$ cat src/cesf_pkg.sv
// Package with register map, field positions and reset values of the converter event status block.
package cesf_pkg;
	localparam logic [7:0] CESF_OFS_STATUS    = 8'h04;
	localparam logic [7:0] CESF_OFS_CONTROL   = 8'h00;
	localparam logic [7:0] CESF_OFS_IRQ_STAT  = 8'h20;
	localparam logic [7:0] CESF_OFS_IRQ_EN    = 8'h24;
	localparam logic [7:0] CESF_OFS_IRQ_CLR   = 8'h28;
	localparam logic [3:0] CESF_STATUS_INDEX  = 4'h4;
	localparam logic [7:0] CESF_STATUS_RST    = 8'h02;
	localparam logic [7:0] CESF_CONTROL_RST   = 8'h00;
	localparam int         CESF_NUM_FLAGS     = 6;
	localparam int         CESF_BIT_RETRY     = 5;
	localparam int         CESF_BIT_CURRENT_LIMIT_FLAG      = 4;
	localparam int         CESF_BIT_THERMAL_WARNING_FLAG     = 3;
	localparam int         CESF_BIT_THERMAL_SHUTDOWN_FLAG     = 2;
	localparam int         CESF_BIT_UV        = 1;
	localparam int         CESF_BIT_OV        = 0;
	localparam int         CESF_CTL_RETRY_EN  = 0;
	localparam int         CESF_IRQ_READCLR   = 0;
	localparam logic [5:0] CESF_FLAGS_MASK    = 6'h3f;
	localparam logic [1:0] CESF_IRQ_RST       = 2'h0;
	typedef enum logic [1:0] {CESF_APB_IDLE, CESF_APB_SETUP, CESF_APB_ACCESS} cesf_apb_state_t;
endpackage : cesf_pkg

$ cat src/cesf_flags.sv
// Sticky read-clear event flag bank.
module cesf_flags
	import cesf_pkg::*;
(
	// Clock and reset
	input  wire logic       pclk,
	input  wire logic       presetn,
	// Events and clear
	input  wire logic [5:0] evt,
	input  wire logic       rd_clr,
	output logic      [5:0] flags_ff
);
	import cesf_pkg::*;

	// A set in the clearing cycle wins so the event is reported on the next read.
	always_ff @(posedge pclk or negedge presetn) begin
		if (!presetn) begin
			flags_ff <= CESF_STATUS_RST[5:0];
		end else if (rd_clr) begin
			flags_ff <= evt;
		end else begin
			flags_ff <= flags_ff | evt;
		end
	end
endmodule : cesf_flags

$ cat src/cesf_sync.sv
// Two-flop synchroniser for a vector of asynchronous event inputs.
module cesf_sync
	import cesf_pkg::*;
#(
	parameter int WIDTH = 6
) (
	// Clock and reset
	input  wire logic             pclk,
	input  wire logic             presetn,
	// Data
	input  wire logic [WIDTH-1:0] async_in,
	output logic      [WIDTH-1:0] sync_out
);
	logic [WIDTH-1:0] meta_ff;

	// The first stage is read only by the second stage.
	always_ff @(posedge pclk or negedge presetn) begin
		if (!presetn) begin
			meta_ff  <= '0;
			sync_out <= '0;
		end else begin
			meta_ff  <= async_in;
			sync_out <= meta_ff;
		end
	end
endmodule : cesf_sync

$ cat src/cesf_top.sv
// APB slave holding the converter event status register, its retry control and interrupt logic.
//
// Operation
// - The status register sits at byte address 4h and resets to 2h.
// - Bits 7 and 6 are reserved, read zero, and software ignores them.
// - Bit 5 reports a retry-mode shutdown event since the last status read, reset 0.
// - Bit 4 reports a current limit event since the last status read, reset 0.
// - Bit 3 reports a thermal warning event since the last status read, reset 0.
// - Bit 2 reports a thermal shutdown event since the last status read, reset 0.
// - Bit 1 reports an output-too-low event since the last read and resets to 1.
// - Bit 0 reports an output-too-high event since the last status read, reset 0.
// - Flags are sticky and a status read clears them.
// - Retry shutdown events count only while the retry mode enable is set.
module cesf_top
	import cesf_pkg::*;
(
	// APB
	input  wire logic        pclk,
	input  wire logic        presetn,
	input  wire logic        psel,
	input  wire logic        penable,
	input  wire logic        pwrite,
	input  wire logic [7:0]  paddr,
	input  wire logic [31:0] pwdata,
	input  wire logic [3:0]  pstrb,
	output logic      [31:0] prdata,
	output logic             pready,
	output logic             pslverr,
	// Asynchronous events from the analog supervisors
	input  wire logic        retry_shutdown_evt,
	input  wire logic        current_limit_evt,
	input  wire logic        thermal_warning_evt,
	input  wire logic        thermal_shutdown_evt,
	input  wire logic        output_undervoltage_evt,
	input  wire logic        output_overvoltage_evt,
	// Control and interrupt
	output logic             retry_mode_enable,
	output logic             irq
);
	import cesf_pkg::*;

	logic [5:0]  evt_async;
	logic [5:0]  evt_sync;
	logic [5:0]  evt_rise;
	logic [5:0]  evt_prev_ff;
	logic [5:0]  evt_gated;
	logic [5:0]  flags;
	logic [7:0]  control_ff;
	logic [1:0]  irq_stat_ff;
	logic [1:0]  irq_en_ff;
	logic [1:0]  irq_set;
	logic        access;
	logic        wr;
	logic        rd;
	logic        status_rd;
	logic        mapped;
	logic [31:0] nxt_prdata;
	logic [5:0]  status_val;

	function automatic logic hit(input logic [7:0] a, input logic [7:0] ofs);
		return a == ofs;
	endfunction : hit

	assign evt_async = {retry_shutdown_evt, current_limit_evt, thermal_warning_evt,
		thermal_shutdown_evt, output_undervoltage_evt, output_overvoltage_evt};

	cesf_sync #(.WIDTH(CESF_NUM_FLAGS)) u_sync (
		.pclk     (pclk),
		.presetn  (presetn),
		.async_in (evt_async),
		.sync_out (evt_sync)
	);

	// Edge detection keeps a long-standing fault from re-setting a flag forever after a read.
	always_ff @(posedge pclk or negedge presetn) begin
		if (!presetn) begin
			evt_prev_ff <= '0;
		end else begin
			evt_prev_ff <= evt_sync;
		end
	end

	assign evt_rise = evt_sync & ~evt_prev_ff;

	always_comb begin
		evt_gated = evt_rise;
		evt_gated[CESF_BIT_RETRY] = evt_rise[CESF_BIT_RETRY] & control_ff[CESF_CTL_RETRY_EN];
	end

	// APB decode; the slave always answers in the first access cycle.
	assign access    = psel & penable;
	assign wr        = access & pwrite;
	assign rd        = access & ~pwrite;
	assign pready    = 1'b1;
	assign status_rd = rd & hit(paddr, CESF_OFS_STATUS);
	assign mapped    = hit(paddr, CESF_OFS_STATUS) | hit(paddr, CESF_OFS_CONTROL) | hit(paddr, CESF_OFS_IRQ_STAT)
		| hit(paddr, CESF_OFS_IRQ_EN) | hit(paddr, CESF_OFS_IRQ_CLR);
	assign pslverr   = access & ~mapped;

	cesf_flags u_flags (
		.pclk     (pclk),
		.presetn  (presetn),
		.evt      (evt_gated),
		.rd_clr   (status_rd),
		.flags_ff (flags)
	);

	// Control register; only the retry enable bit is implemented.
	always_ff @(posedge pclk or negedge presetn) begin
		if (!presetn) begin
			control_ff <= CESF_CONTROL_RST;
		end else if (wr && hit(paddr, CESF_OFS_CONTROL) && pstrb[0]) begin
			control_ff <= {7'h00, pwdata[CESF_CTL_RETRY_EN]};
		end
	end

	assign retry_mode_enable = control_ff[CESF_CTL_RETRY_EN];

	// Interrupt sources: bit 0 any new event, bit 1 unused reserve kept zero.
	assign irq_set = {1'b0, |evt_gated};

	always_ff @(posedge pclk or negedge presetn) begin
		if (!presetn) begin
			irq_stat_ff <= CESF_IRQ_RST;
		end else if (wr && hit(paddr, CESF_OFS_IRQ_CLR) && pstrb[0]) begin
			irq_stat_ff <= (irq_stat_ff & ~pwdata[1:0]) | irq_set;
		end else begin
			irq_stat_ff <= irq_stat_ff | irq_set;
		end
	end

	always_ff @(posedge pclk or negedge presetn) begin
		if (!presetn) begin
			irq_en_ff <= CESF_IRQ_RST;
		end else if (wr && hit(paddr, CESF_OFS_IRQ_EN) && pstrb[0]) begin
			irq_en_ff <= pwdata[1:0];
		end
	end

	always_ff @(posedge pclk or negedge presetn) begin
		if (!presetn) begin
			irq <= 1'b0;
		end else begin
			irq <= |(irq_stat_ff & irq_en_ff);
		end
	end

	// The snapshot includes events landing at the setup edge, else the clear would drop them unreported.
	assign status_val = status_rd ? evt_gated : (flags | evt_gated);

	// Status writes fall through with no effect.
	always_comb begin
		nxt_prdata = 32'h0000_0000;
		if (hit(paddr, CESF_OFS_STATUS)) begin
			nxt_prdata = {26'h0, status_val};
		end else if (hit(paddr, CESF_OFS_CONTROL)) begin
			nxt_prdata = {24'h0, control_ff};
		end else if (hit(paddr, CESF_OFS_IRQ_STAT)) begin
			nxt_prdata = {30'h0, irq_stat_ff};
		end else if (hit(paddr, CESF_OFS_IRQ_EN)) begin
			nxt_prdata = {30'h0, irq_en_ff};
		end
	end

	// Read data is registered in the setup cycle so it is stable when the access completes.
	always_ff @(posedge pclk or negedge presetn) begin
		if (!presetn) begin
			prdata <= 32'h0000_0000;
		end else if (psel && !penable && !pwrite) begin
			prdata <= nxt_prdata;
		end
	end
endmodule : cesf_top

$ cat config.mk
export PLATFORM = sky130hd
export DESIGN_NAME = cesf_top
export DESIGN_NICKNAME = d
export VERILOG_FILES = /design/src/cesf_pkg.sv /design/src/cesf_flags.sv /design/src/cesf_sync.sv /design/src/cesf_top.sv
export SDC_FILE = /design/constraint.sdc
export NUM_CORES = 1
export LEC_CHECK = 0
export BUFFER_PORTS_ARGS = -buffer_cell sky130_fd_sc_hd__buf_2
export CORE_MARGIN = 1.5
export CORE_UTILIZATION = 39
export CTS_CLUSTER_DIAMETER = 40
export DETAILED_ROUTE_END_ITERATION = 8
export PLACE_DENSITY = 0.78
export SETUP_SLACK_MARGIN = 0.05
export SYNTH_ARGS = -nofsm -noshare
export SYNTH_HDL_FRONTEND = slang
export SYNTH_SLANG_ARGS = --single-unit
$ cat constraint.sdc
create_clock -name pclk -period 1.05 [get_ports pclk]
set_clock_uncertainty 0.05 [all_clocks]
set_input_delay 0.1575 -clock pclk [delete_from_list [all_inputs] [get_ports pclk]]
set_output_delay 0.1575 -clock pclk [all_outputs]
set_load 0.1 [all_outputs]
After elaboration in Yosys (flattened, before gate mapping)
Index checks and enable logic that the tools add are counted.
Widths: inputs -> output; s select.
Word-level totals
  word-level logic and storage cells: 52
  output and inout bits: 36
  input bits: 55
  flip-flop bits (word level): 62
Cells by class
  reductions and logical operators: 13
  muxes and demuxes: 6
  bitwise gates (word level): 20
  equality and inequality tests: 4
Operators by type and width (count)
  $mux 32: 1
  $eq 8x6->1 const B: 3
  $eq 8x3->1 const B: 1
  $logic_and 1x1->1: 8
  $logic_not 8->1: 1
  $mux 2: 4
  $and 1x1->1: 6
  $and 6x6->6: 1
  $mux 6: 1
  $not 6->6: 1
  $or 6x6->6: 1
  $reduce_or 6->1: 1
  $and 2x2->2: 2
  $or 1x1->1: 4
  $or 2x1->2: 2
  $logic_not 1->1: 2
  $not 1->1: 2
  $not 2->2: 1
  $reduce_or 2->1: 1

Longest topological paths before layout
  depth after elaboration: 7
  depth in mapped cells: 5
  gate-level depth less buffers: 4

Modules after synthesis
From an unflattened synthesis, not the netlist that was laid out.
Second synthesis, totals
  cell total of the unflattened synthesis: 132
  area total of the unflattened synthesis: 1552.7 um^2
Modules (own cells, without submodules)
  cesf_top: seq. area each 450.4 um^2, cells an instance 107, area each 1052.3 um^2, times used 1
  cesf_sync: seq. area each 300.3 um^2, cells an instance 12, area each 300.3 um^2, times used 1
  cesf_flags: seq. area each 151.4 um^2, cells an instance 13, area each 200.2 um^2, times used 1

Least setup slack after synthesis
No wires, ideal clock.
  path type: input -> output
  from: input port paddr[5]
  to: output port pslverr
  path slack: -1094 ps
  buffers on the path: 1
  cell stages on the path: 4
  arrival time: 1936 ps
  required time: 842 ps
  path through: buf_2 inv_1 o21ai_0 a21oi_1
On the way
  word-level cells in the longest chain between the ends: 7
  elaborated cells between the ends (all ways): 11
  those cells by class: 4 x eq/ne; 6 x bitwise; 1 x reduce/logical
RTL lines
  start: declaration: line cesf_top.sv:23  | input wire logic [7:0] paddr,
  $eq 8x3->1 / $logic_not 8->1 (equally long branches): line cesf_top.sv:61  | return a == ofs;
  $or 1x1->1 (2 in series): line cesf_top.sv:96  | assign mapped = hit(paddr, CESF_OFS_STATUS) | hit(paddr, CESF_OFS_CONTROL) | hit(paddr, CESF_OFS_IRQ_STAT)
  $or 1x1->1: line cesf_top.sv:97  | | hit(paddr, CESF_OFS_IRQ_EN) | hit(paddr, CESF_OFS_IRQ_CLR);
  $or 1x1->1 (*): line cesf_top.sv:97
  $not 1->1 (*): line cesf_top.sv:98  | assign pslverr = access & ~mapped;
  $and 1x1->1 (*): line cesf_top.sv:98
  end: declaration: line cesf_top.sv:28  | output logic pslverr,
Every way passes the cells marked *; elsewhere a longest branch is shown, timed or not.

Worst setup path in the final report
  from: input port paddr[1]
  to: output port pslverr
Same word-level chain as after synthesis.

==> impl_metrics.csv <==
group,metric,value,unit
worst_hold_path,hold_path_class,"in2reg",
sta,tns,-5.089,ns
global_routing,grt_max_degree,16,
power_and_ir_drop,report.power.total,0.003052,W
sta,report.final.slew_viol_count,0,
detailed_routing,drt_first_pass_iters,4,
placed_design,placed_area,1893,um^2
sta,hold_viol,0,
global_routing,track_usage,0.1391,
worst_setup_path,crit_required,0.84,ns
cells_and_area,design_area,2160,um^2
clock_network,cts_buffers,5,
cells_and_area,multiInputGateArea,555.5,um^2
cells_and_area,drive_above_1_share,0.4213,
clock_network,cts_buffer_depth,2,
placed_design,gp_congestion,0.8419,
cells_and_area,syn2layout_area_growth,39.87,%
detailed_routing,top_layer,"met4",
global_routing,antenna_found_initial,0,
clock_network,root_buffer,"clkbuf_8",
sta,rsz0062_at_grt,"true",
clock_network,cts_sinks,36,
floorplanning,die_w,65.92,um
power_and_ir_drop,power.density,1413,nW/um^2
cells_and_area,fill_cells,319,
worst_setup_path,start_kind,"primary input",
cells_and_area,seq_area,912.1,um^2
detailed_routing,drt_iter0_markers,47,
worst_hold_path,holdPathStages,2,
clock_network,clk_pin_slew_worst_paths,0.07,ns
sta,fin_crit_sh,1.334,
worst_setup_path,worstPathMaxFanout,3,
worst_setup_path,arrival,1.19,ns
placed_design,dp_hpwl,1916,um
worst_setup_path,rrSetupSlack,-0.09,ns
floorplanning,chipHeight,65.92,um
clock_network,clock_latency,0.29,ns
sta,setup_slack,-0.3508,ns
detailed_routing,vias,1087,
job,drv_cap,0,
detailed_routing,viasPerCell,4.437,
sta,finalSetupViolCount,26,
global_routing,grt_first_pass_wirelength,4457,um
detailed_routing,met2WireLength,1493,um
sta,post-route-min-period,1.401,ns
sta,timing.fmax,713.9,MHz
detailed_routing,wl,2823,um
power_and_ir_drop,p_leak,1.012,nW
logic_synthesis,yosysWarnings,0,
global_routing,first_global_vias,989,
detailed_routing,drc,0,
detailed_routing,wl_met1,1111,um
power_and_ir_drop,peakVddDrop,764.2,uV
worst_setup_path,critPathKind,"in2out",
worst_setup_path,rr_endpoint,"irq_stat_ff[0]$_DFF_PN0_",
run_status,status,"finished, violations left",
worst_setup_path,r2r_cells,4,
logic_synthesis,synth-seq-cells,36,
logic_synthesis,ys_seq_area_frac,0.5843,
clock_network,cts_tree,"built",
floorplanning,dieArea,4345,um^2
worst_hold_path,min_to,"control_ff[0]$_DFFE_PN0P_",
cells_and_area,final_util,0.5769,
detailed_routing,wl_met3,170,um
floorplanning,core-area,3744,um^2
logic_synthesis,synth_area,1544,um^2
logic_synthesis,synth.avg_cell_area,11.44,um^2
logic_synthesis,synthCells,135,
cells_and_area,antenna_cells,0,
worst_setup_path,worstSetupEndpointType,"output port",
cells_and_area,nets,251,
run_status,failed_checks,"negative setup slack",
clock_network,h-tree-depth,2,
floorplanning,top_level_ports,91,
sta,holdWs,0.09090,ns
placed_design,io_buffers,30,
floorplanning,fp-row-count,22,
worst_hold_path,worstHoldStart,"pwdata[0]",
worst_setup_path,regToRegStartpoint,"control_ff[0]$_DFFE_PN0P_",
logic_synthesis,yosysUniqueCellTypes,29,
detailed_routing,wl_per_cell,11.52,um
floorplanning,start_util,0.4124,
detailed_routing,postRouteAntennaNets,0,
global_routing,grt_overflow,0,
## metrics by stage
stage | instances | setup slack (ns)
3_5_place_dp | 224 | -0.6869
4_1_cts | 241 | -0.3572
5_1_grt | 245 | -0.3673
3_3_place_gp | 224 | -0.6467
6_report | 245 | -0.3508
2_1_floorplan | 160 | -0.4490
## kinds of logic (layout without fill, tap and decap cells)
kind of cell,Yosys count,after routing,synth area share
AOI/OAI and AO/OA,22,22,0.08995
buffers and inverters,31,68,0.1426
DFF,36,36,0.5843
muxes,5,5,0.03565
other,2,27,0.004864
and+or+nand+nor,39,39,0.1426
## metal layers
layer  global-route usage  vias up
met5                    0        -
met4              0.06510        0
met3              0.05451        5
met2               0.2361       45
met1               0.1514      511
li1                     -      526
## how the worst max path moves through the flow
| stage | start | to | depth (start not counted) |
|---|---|---|---|
| floorplan | paddr[1] | irq_en_ff[0]$_DFFE_PN0P_ | 4 |
| finish | paddr[1] | pslverr | 5 |
| global route | paddr[1] | pslverr | 5 |
| global placement | paddr[1] | u_flags.flags_ff[0]$_DFF_PN0_ | 5 |
| detailed placement | paddr[1] | u_flags.flags_ff[0]$_DFF_PN0_ | 5 |
| CTS | paddr[1] | pslverr | 5 |
## report_power, final
group	total, W	switching (W)	internal (W)
clock network	0.000934	0.000473	0.000461
registers	0.00144	0.0000141	0.00143
logic	0.000677	0.000554	0.000123
total	0.00305	0.00104	0.00201
## sequential cells by signal (all words and copies together) (netlist names)
| name | cells |
|---|---|
| evt_prev_ff | 6 |
| prdata | 6 |
| u_flags.flags_ff | 6 |
| u_sync.meta_ff | 6 |
| u_sync.sync_out | 6 |
| irq_en_ff | 2 |
| irq_stat_ff | 2 |
| control_ff | 1 |
| irq | 1 |
## worst max-delay path, cell delays in order
cell	delay (ns)
buf_6	0.09
or4_4	0.58
nor2_4	0.12
a21oi_4	0.07
buf_12	0.18
## cell usage after synthesis
library cell,instances,area (um^2)
dfrtp_1,35,875.8
buf_2,2,10.01
nor3b_1,1,7.510
nand3_1,3,15.01
a22o_1,1,8.760
mux2i_1,1,10.01
or3b_2,1,8.760
o211ai_1,2,15.01
buf_4,27,202.7
nor3_1,2,10.01
nand3b_1,1,7.510
nor4_1,1,6.260
inv_1,1,3.750
nand2_1,10,37.54
nor3_4,1,16.27
o21ai_0,6,30.03
or4_4,1,11.26
nor2_1,6,22.52
clkbuf_1,1,3.750
nand4_1,5,31.28
a21boi_0,1,7.510
dfstp_2,1,26.28
nor2b_1,5,31.28
and3b_1,1,8.760
mux2_2,4,45.04
or2_2,1,6.260
a21o_1,7,52.55
a21oi_1,5,25.02
conb_1,2,7.510
## timing repair
item,CTS,global route
hold endpoints to repair,18,1
buffers inserted,2,3
resized for setup,8,7
endpoints found under the setup margin,26,26
gates cloned,0,0
pin swaps,5,4
hold buffers,7,1
## layout make-up
class	count	share of cell area
flip-flops and latches	36	0.4224
clock buffers	5	0.03187
well taps	48	0.02781
multi-input cells	93	0.2572
inverters	1	0.001738
clock inverters	3	0.008691
repair buffers	59	0.2503
## cells in the final DEF (no fill, tap or decap), drive strengths merged
cell / n
clkinv: 3
inv: 1
clkbuf: 5
nor2b: 5
a21boi: 1
nand4: 5
or3b: 1
nand2: 10
mux2i: 1
or4: 1
dlygate4sd3: 8
a22o: 1
nor4: 1
conb: 27
nor3: 3
nor3b: 1
buf: 51
mux2: 4
nand3: 3
o21ai: 6
dfrtp: 35
a21oi: 5
o211ai: 2
dfstp: 1
and3b: 1
a21o: 7
nor2: 6
or2: 1
nand3b: 1
No activity file was read; power rests on OpenSTA's default activity.
